**src/pvm_defines.vh**
```
// constants for the vendor mode register bank
// included by pvm_regs.v; definitions only
`ifndef PVM_DEFINES_VH
`define PVM_DEFINES_VH

`define PVM_ADDR_MODE_CTRL 5'h11
`define PVM_ADDR_SPECIAL 5'h12
`define PVM_ADDR_SYM_ERR 5'h1a
`define PVM_ADDR_SPECIAL_CTRL 5'h1b

`define PVM_BIT_INT_STYLE 6
`define PVM_BIT_ADDR_BYPASS 3
`define PVM_BIT_FORCE_LINK 2
`define PVM_BIT_ENERGY 1
`define PVM_BIT_PORT_SEL 14
`define PVM_BIT_XOVER_SRC 15
`define PVM_BIT_AUTO_XOVER 14
`define PVM_BIT_PAIR_SWAP 13
`define PVM_BIT_HB_OFF 11
`define PVM_BIT_POLARITY 4
`define PVM_MODE_HI 7
`define PVM_MODE_LO 5
`define PVM_STN_HI 4
`define PVM_STN_LO 0
`define PVM_STRAP_SETTLE 2'h2

`define PVM_ENERGY_RESET 1'h1
`define PVM_CNT_RESET 16'h0000
`define PVM_ENERGY_TIMEOUT_MS 256
`define PVM_CLOCK_KHZ 50000

`endif

```
**src/pvm_regs.v**
```verilog
// vendor mode/status register bank of a 10/100 transceiver
// assumes a management frame decoder on clock_i giving one-cycle read/write strobes
`timescale 1ns/1ps
`default_nettype none
`include "pvm_defines.vh"
module pvm_regs #(
    parameter ENERGY_TIMEOUT_CYCLES = `PVM_ENERGY_TIMEOUT_MS * `PVM_CLOCK_KHZ
) (
    input wire clock_i,
    input wire rst_i,
    input wire soft_rst_i,
    input wire [4:0] mgmt_phy_addr_i,
    input wire [4:0] mgmt_reg_addr_i,
    input wire mgmt_wr_i,
    input wire mgmt_rd_i,
    input wire [15:0] mgmt_wdata_i,
    output reg [15:0] mgmt_rdata_o,
    output reg mgmt_rvalid_o,
    input wire strap_port_select_i,
    input wire [2:0] strap_mode_i,
    input wire [4:0] strap_station_address_i,
    input wire energy_seen_i,
    input wire rx_symbol_error_i,
    input wire rx_packet_end_i,
    input wire speed_10_i,
    input wire polarity_reversed_i,
    input wire crossover_enable_pin_i,
    input wire manual_pair_swap_pin_i,
    output reg interrupt_style_select_o,
    output reg force_link_o,
    output reg link_100tx_forced_o,
    output reg mac_port_select_o,
    output reg [2:0] operating_mode_o,
    output reg [4:0] station_address_o,
    output reg auto_crossover_o,
    output reg pair_swap_o,
    output reg heartbeat_test_on_o
);

    localparam CNT_W = 32;
    localparam [CNT_W-1:0] ENERGY_LIMIT = ENERGY_TIMEOUT_CYCLES - 1;

    // positions in the synchroniser vector
    localparam SYNC_W = 17;
    localparam IX_ENERGY = 0;
    localparam IX_SYM_ERR = 1;
    localparam IX_PKT_END = 2;
    localparam IX_SPEED = 3;
    localparam IX_POL = 4;
    localparam IX_XEN = 5;
    localparam IX_XSEL = 6;
    localparam IX_SOFT = 7;
    localparam IX_STN_LO = 8;
    localparam IX_STN_HI = 12;
    localparam IX_MODE_LO = 13;
    localparam IX_MODE_HI = 15;
    localparam IX_PORT = 16;

    // every pin-side input, straps too, passes two flops first
    wire [SYNC_W-1:0] sync_raw = {
        strap_port_select_i,
        strap_mode_i,
        strap_station_address_i,
        soft_rst_i,
        manual_pair_swap_pin_i,
        crossover_enable_pin_i,
        polarity_reversed_i,
        speed_10_i,
        rx_packet_end_i,
        rx_symbol_error_i,
        energy_seen_i
    };
    wire [SYNC_W-1:0] sync_out;

    genvar gi;
    generate
        for (gi = 0; gi < SYNC_W; gi = gi + 1) begin : g_sync
            reg [1:0] stage_q;
            always @(posedge clock_i or posedge rst_i) begin
                if (rst_i) begin
                    stage_q <= 2'h0;
                end else begin
                    stage_q <= {stage_q[0], sync_raw[gi]};
                end
            end
            assign sync_out[gi] = stage_q[1];
        end
    endgenerate

    wire soft_rst = sync_out[IX_SOFT];
    wire energy_now = sync_out[IX_ENERGY];
    wire sym_err = sync_out[IX_SYM_ERR];
    wire pkt_end = sync_out[IX_PKT_END];
    wire speed_10 = sync_out[IX_SPEED];
    wire pol_now = sync_out[IX_POL];
    wire xen_now = sync_out[IX_XEN];
    wire xsel_now = sync_out[IX_XSEL];
    wire [4:0] strap_station = sync_out[IX_STN_HI:IX_STN_LO];
    wire [2:0] strap_mode = sync_out[IX_MODE_HI:IX_MODE_LO];
    wire strap_port = sync_out[IX_PORT];

    // straps are caught once the synchronisers hold them, not before
    reg strap_taken_q;
    reg [1:0] strap_age_q;

    // register fields
    reg int_style_q;
    reg addr_bypass_q;
    reg force_link_q;
    reg energy_q;
    reg port_sel_q;
    reg [2:0] mode_q;
    reg [4:0] station_addr_q;
    reg [15:0] sym_cnt_q;
    reg pkt_err_seen_q;
    reg xover_src_q;
    reg auto_xover_q;
    reg pair_swap_q;
    reg hb_off_q;
    reg [CNT_W-1:0] quiet_cnt_q;

    wire addr_match = (mgmt_phy_addr_i == station_addr_q) || addr_bypass_q;
    wire wr_ok = mgmt_wr_i && addr_match && !soft_rst;
    wire wr_mode = wr_ok && (mgmt_reg_addr_i == `PVM_ADDR_MODE_CTRL);
    wire wr_special = wr_ok && (mgmt_reg_addr_i == `PVM_ADDR_SPECIAL);
    wire wr_sctrl = wr_ok && (mgmt_reg_addr_i == `PVM_ADDR_SPECIAL_CTRL);

    // hard reset only: immune fields and straps
    always @(posedge clock_i or posedge rst_i) begin
        if (rst_i) begin
            strap_taken_q <= 1'h0;
            strap_age_q <= 2'h0;
            port_sel_q <= 1'h0;
            mode_q <= 3'h0;
            station_addr_q <= 5'h00;
            hb_off_q <= 1'h0;
        end else begin
            if (!strap_taken_q) begin
                if (strap_age_q == `PVM_STRAP_SETTLE) begin
                    strap_taken_q <= 1'h1;
                    port_sel_q <= strap_port;
                    mode_q <= strap_mode;
                    station_addr_q <= strap_station;
                end else begin
                    strap_age_q <= strap_age_q + 2'h1;
                end
            end else if (wr_special) begin
                // soft reset leaves these alone
                port_sel_q <= mgmt_wdata_i[`PVM_BIT_PORT_SEL];
                mode_q <= mgmt_wdata_i[`PVM_MODE_HI:`PVM_MODE_LO];
                station_addr_q <= mgmt_wdata_i[`PVM_STN_HI:`PVM_STN_LO];
            end
            if (strap_taken_q && wr_sctrl) begin
                hb_off_q <= mgmt_wdata_i[`PVM_BIT_HB_OFF];
            end
        end
    end

    // energy timer runs through soft reset
    always @(posedge clock_i or posedge rst_i) begin
        if (rst_i) begin
            energy_q <= `PVM_ENERGY_RESET;
            quiet_cnt_q <= {CNT_W{1'b0}};
        end else begin
            if (energy_now) begin
                quiet_cnt_q <= {CNT_W{1'b0}};
                energy_q <= 1'h1;
            end else if (quiet_cnt_q >= ENERGY_LIMIT) begin
                energy_q <= 1'h0;
            end else begin
                quiet_cnt_q <= quiet_cnt_q + {{(CNT_W-1){1'b0}}, 1'b1};
            end
        end
    end

    // ordinary fields: hard or soft reset
    always @(posedge clock_i or posedge rst_i) begin
        if (rst_i) begin
            int_style_q <= 1'h0;
            addr_bypass_q <= 1'h0;
            force_link_q <= 1'h0;
            xover_src_q <= 1'h0;
            auto_xover_q <= 1'h0;
            pair_swap_q <= 1'h0;
        end else if (soft_rst) begin
            int_style_q <= 1'h0;
            addr_bypass_q <= 1'h0;
            force_link_q <= 1'h0;
            xover_src_q <= 1'h0;
            auto_xover_q <= 1'h0;
            pair_swap_q <= 1'h0;
        end else begin
            if (wr_mode) begin
                int_style_q <= mgmt_wdata_i[`PVM_BIT_INT_STYLE];
                addr_bypass_q <= mgmt_wdata_i[`PVM_BIT_ADDR_BYPASS];
                force_link_q <= mgmt_wdata_i[`PVM_BIT_FORCE_LINK];
            end
            if (wr_sctrl) begin
                xover_src_q <= mgmt_wdata_i[`PVM_BIT_XOVER_SRC];
                auto_xover_q <= mgmt_wdata_i[`PVM_BIT_AUTO_XOVER];
                pair_swap_q <= mgmt_wdata_i[`PVM_BIT_PAIR_SWAP];
            end
        end
    end

    // bad symbol tally: hard or soft reset clears it, reads never do
    always @(posedge clock_i or posedge rst_i) begin
        if (rst_i) begin
            sym_cnt_q <= `PVM_CNT_RESET;
            pkt_err_seen_q <= 1'h0;
        end else if (soft_rst) begin
            sym_cnt_q <= `PVM_CNT_RESET;
            pkt_err_seen_q <= 1'h0;
        end else begin
            // one count per packet; errors at 10 Mb/s are neither counted nor marked
            if (sym_err && !speed_10 && !pkt_err_seen_q) begin
                sym_cnt_q <= sym_cnt_q + 16'h0001;
            end
            if (pkt_end) begin
                pkt_err_seen_q <= 1'h0;
            end else if (sym_err && !speed_10) begin
                pkt_err_seen_q <= 1'h1;
            end
        end
    end

    // read mux; reserved bits read zero, tally untouched by reads
    reg [15:0] rdata_d;
    always @* begin
        rdata_d = 16'h0000;
        case (mgmt_reg_addr_i)
            `PVM_ADDR_MODE_CTRL: begin
                rdata_d[`PVM_BIT_INT_STYLE] = int_style_q;
                rdata_d[`PVM_BIT_ADDR_BYPASS] = addr_bypass_q;
                rdata_d[`PVM_BIT_FORCE_LINK] = force_link_q;
                rdata_d[`PVM_BIT_ENERGY] = energy_q;
            end
            `PVM_ADDR_SPECIAL: begin
                rdata_d[`PVM_BIT_PORT_SEL] = port_sel_q;
                rdata_d[`PVM_MODE_HI:`PVM_MODE_LO] = mode_q;
                rdata_d[`PVM_STN_HI:`PVM_STN_LO] = station_addr_q;
            end
            `PVM_ADDR_SYM_ERR: begin
                rdata_d = sym_cnt_q;
            end
            `PVM_ADDR_SPECIAL_CTRL: begin
                rdata_d[`PVM_BIT_XOVER_SRC] = xover_src_q;
                rdata_d[`PVM_BIT_AUTO_XOVER] = auto_xover_q;
                rdata_d[`PVM_BIT_PAIR_SWAP] = pair_swap_q;
                rdata_d[`PVM_BIT_HB_OFF] = hb_off_q;
                rdata_d[`PVM_BIT_POLARITY] = pol_now;
            end
            default: begin
                rdata_d = 16'h0000;
            end
        endcase
    end

    // crossover source: pins or register bits
    wire auto_x_d = xover_src_q ? auto_xover_q : xen_now;
    wire swap_d = xover_src_q ? (!auto_xover_q && pair_swap_q) : xsel_now;

    always @(posedge clock_i or posedge rst_i) begin
        if (rst_i) begin
            mgmt_rdata_o <= 16'h0000;
            mgmt_rvalid_o <= 1'h0;
            interrupt_style_select_o <= 1'h0;
            force_link_o <= 1'h0;
            link_100tx_forced_o <= 1'h0;
            mac_port_select_o <= 1'h0;
            operating_mode_o <= 3'h0;
            station_address_o <= 5'h00;
            auto_crossover_o <= 1'h0;
            pair_swap_o <= 1'h0;
            heartbeat_test_on_o <= 1'h1;
        end else begin
            mgmt_rvalid_o <= mgmt_rd_i && (mgmt_phy_addr_i == station_addr_q);
            mgmt_rdata_o <= rdata_d;
            interrupt_style_select_o <= int_style_q;
            force_link_o <= force_link_q;
            link_100tx_forced_o <= force_link_q;
            mac_port_select_o <= port_sel_q;
            operating_mode_o <= mode_q;
            station_address_o <= station_addr_q;
            auto_crossover_o <= auto_x_d;
            pair_swap_o <= swap_d;
            heartbeat_test_on_o <= !hb_off_q;
        end
    end

endmodule // pvm_regs
`default_nettype wire

```
**config.mk**
```make
export PLATFORM = sky130hd
export DESIGN_NAME = pvm_regs
export DESIGN_NICKNAME = d
export VERILOG_FILES = /design/src/pvm_regs.v
export VERILOG_INCLUDE_DIRS = /design/src
export SDC_FILE = /design/constraint.sdc
export NUM_CORES = 1
export LEC_CHECK = 0
export BUFFER_PORTS_ARGS = -buffer_cell sky130_fd_sc_hd__buf_4
export CAP_MARGIN = 5
export CORE_ASPECT_RATIO = 0.9
export CORE_MARGIN = 1
export CORE_UTILIZATION = 56
export DETAILED_ROUTE_END_ITERATION = 6
export PLACE_DENSITY = 0.78
export SETUP_SLACK_MARGIN = 0.1
export SKIP_LAST_GASP = 1
export SYNTH_ARGS = -nofsm -noshare
export SYNTH_HDL_FRONTEND = slang
export SYNTH_SLANG_ARGS = --single-unit
```
**constraint.sdc**
```tcl
create_clock -name clock_i -period 4.4 [get_ports clock_i]
set_input_delay 0.44 -clock clock_i [delete_from_list [all_inputs] [get_ports clock_i]]
set_output_delay 0.44 -clock clock_i [all_outputs]
set_load 0.005 [all_outputs]
```
==> flow_summary.toml <==
[run_status]
status = "finished clean"

[power]
p_leak_nw = 2.99
power_density_mw_per_mm2 = 415
ir_worst_vdd_mv = 0.385

[cts]
post_cts_resized = 0
htree_levels = 4
cts_made_buffers = 17
clk_pin_slew_ns = 0.06
cts-root-buf = "clkbuf_8"
clock_tree.buffer_depth = 2
clkSinkCount = 134
cts_setup_buffers = 0
hold_buffers = 0
clock_latency_ns = 0.51
cts_tree = "done"

[routing]
viasPerCell = 5.69
route.vias.total = 3755
routed_wl_mm = 11.1
post-route-drc-count = 0
drt_iter0_drc = 291
drtPass1Iterations = 7
post_drt_wl_per_cell_um = 16.8
ant_nets = 0

[sta]
setup_slack_ns = 1.89
maxSlewViolCount = 0
min_period_ns = 2.51
setup_viol = 0
slew_headroom_pct = 39.5
fin_tns_setup_ns = 0
period_share_pct = 57.1
max_freq_mhz = 398
tightest_slew_ns = 0.900
fin_skew_ns = 0.0118
hold_viol = 0
hold-worst-slack_ns = 0.0303
rsz0062_at_grt = "false"

[floorplanning]
initial_core_util_pct = 58.5
die_h_um = 95.0
ioPinCount = 79
die_x_um = 105
rows = 33
coreArea_mm2 = 0.00921
die-area_mm2 = 0.0100

[cells_and_area]
nFillCells = 629
multi_input_area_mm2 = 0.00187
final_common_cell = "dfrtp_1"
fin_util_pct = 71.9
area_delta_synth_final_pct = 23.0
num_antenna_cells = 0
final_cell_area_mm2 = 0.00662
drive_above_1_share_pct = 26.2
final_cell_mix = "dfrtp_1, buf_4, nor2_1"
regArea_mm2 = 0.00336
layout.nets = 575

[yosys]
synth_area_leaders = "dfrtp_1, nor2_1, or4_1, a21oi_1, o31ai_1"
synth_edf_count = 0
ys_ff_latch = 134
netlist_area_mm2 = 0.00539
syn_avg_cell_area_um2 = 12.1
synth_cells = 446
synth_ff_type = "dfrtp_1"
synth_top_area_share_pct = 61.3
async_flop_share_pct = 100
synthesis.nets = 496
yosys_warnings = 0
yosys.area.top_type = "dfrtp_1"
synth_cell_types = 51
yosysSeqAreaShare_pct = 62.3

[global_routing]
use_met2_pct = 37.1
gr-usage-met3_pct = 7.38
grt_pass1_wl_mm = 18.3
grt_antenna_before_repair = 0
grt_use_total_pct = 24.3
met1_usage_pct = 32.9
grt_start_max_net_pins = 67
grt_pass1_vias = 3734
top_usage_layer = "met2"
grt-ovfl-total = 0

[critical_path]
crit_fanout = 24
rrSetupSlack_ns = 1.89
startpoint_type = "flip-flop"
critPathKind = "flip-flop to flip-flop"
rr_worst_depth = 5
crit_required_ns = 4.80
end_kind = "flip-flop"
cp.arrival_ns = 2.91

[placement]
gp_congestion = 0.820
dpl.hpwl_mm = 7.29
io_buffers = 74
pre_cts_slack_ns = 1.76
placed_area_mm2 = 0.00603

[worst_hold_path]
hold_depth = 1
hold_path.class = "input port to flip-flop"

[run]
cap_viol_max_count = 0
-- flip-flops by register name (all words and copies together) (netlist names), 2 cells and up --
name               cells
strap_age_q            2
quiet_cnt_q           32
mgmt_rdata_o          16
station_addr_q         5
station_address_o      5
sym_cnt_q             16
operating_mode_o       3
g_sync.stage_q        34
mode_q                 3
-- final cells by class --
class / instances / area share [%]
clock buffers: 24 / 7.25
inverters: 17 / 1.00
well taps: 122 / 2.30
clock inverters: 8 / 1.47
flip-flops and latches: 134 / 50.7
repair buffers: 79 / 9.01
multi-input cells: 276 / 28.3
-- power breakdown --
part           leakage (nW)  total (W)  switching [W]  internal, W
registers              1.72    0.00129      0.0000233      0.00126
logic                 0.994   0.000107      0.0000536    0.0000533
clock network         0.277    0.00135       0.000489     0.000863
total                  2.99    0.00275       0.000566      0.00218
-- final timing paths --
check / from / end
worst max-delay path: g_sync[7].stage_q[1] / hb_off_q
worst min-delay path: strap_station_address_i[0] / g_sync[8].stage_q[0]
worst max register to register: g_sync[7].stage_q[1] / hb_off_q
worst min register to register: g_sync[11].stage_q[0] / g_sync[11].stage_q[1]
max in group asynchronous: rst_i / energy_q
min in group asynchronous: rst_i / g_sync[8].stage_q[1]
-- logic make-up (layout without fill, tap and decap cells) --
family	count (synthesis)	after routing	synth area share [%]
adder cells (fa/ha/maj)	3	3	0.697
flip-flops	134	134	62.3
XOR/XNOR	21	21	3.41
AND/OR/NAND/NOR	167	167	18.0
buffers and inverters	36	128	2.93
AO/OA/AOI/OAI	70	70	9.66
multiplexers	15	15	3.00
-- cell usage after synthesis, types with 5 or more instances --
master    count
nand4_1       8
nand3_1      18
and3_1        5
nand2b_1     13
inv_1        17
nand2_1      20
nor2_1       36
a21oi_1      21
xnor2_1       9
nor2b_1      16
mux2i_1       6
dfrtp_1     132
or4_1        15
o31ai_1      14
mux2_2        9
clkbuf_1     11
nor4_1        8
o21ai_0      10
xor2_1       12
o221a_2       9
-- worst max-delay path: stages, from the launching register on --
cell and delay (ns):
dfrtp_1 0.67, nor2b_1 0.41, or4b_1 0.47, o32ai_1 0.46, a21oi_1 0.15, a31o_2 0.24
-- per-stage QoR --
step | instances | power, W
5_1_grt | 660 | 0.00283
4_1_cts | 659 | 0.00277
3_3_place_gp | 627 | 0.00141
6_report | 660 | 0.00275
2_1_floorplan | 446 | 0.00135
3_5_place_dp | 627 | 0.00142
-- routing by layer --
| layer | part of all wire (%) | vias up |
|---|---|---|
| met2 | 48 | 125 |
| met5 | 0 | - |
| met3 | 5.4 | 22 |
| met4 | 2.2 | 0 |
| met1 | 44 | 1855 |
| li1 | - | 1753 |
Power figures use the tool's default switching activity.
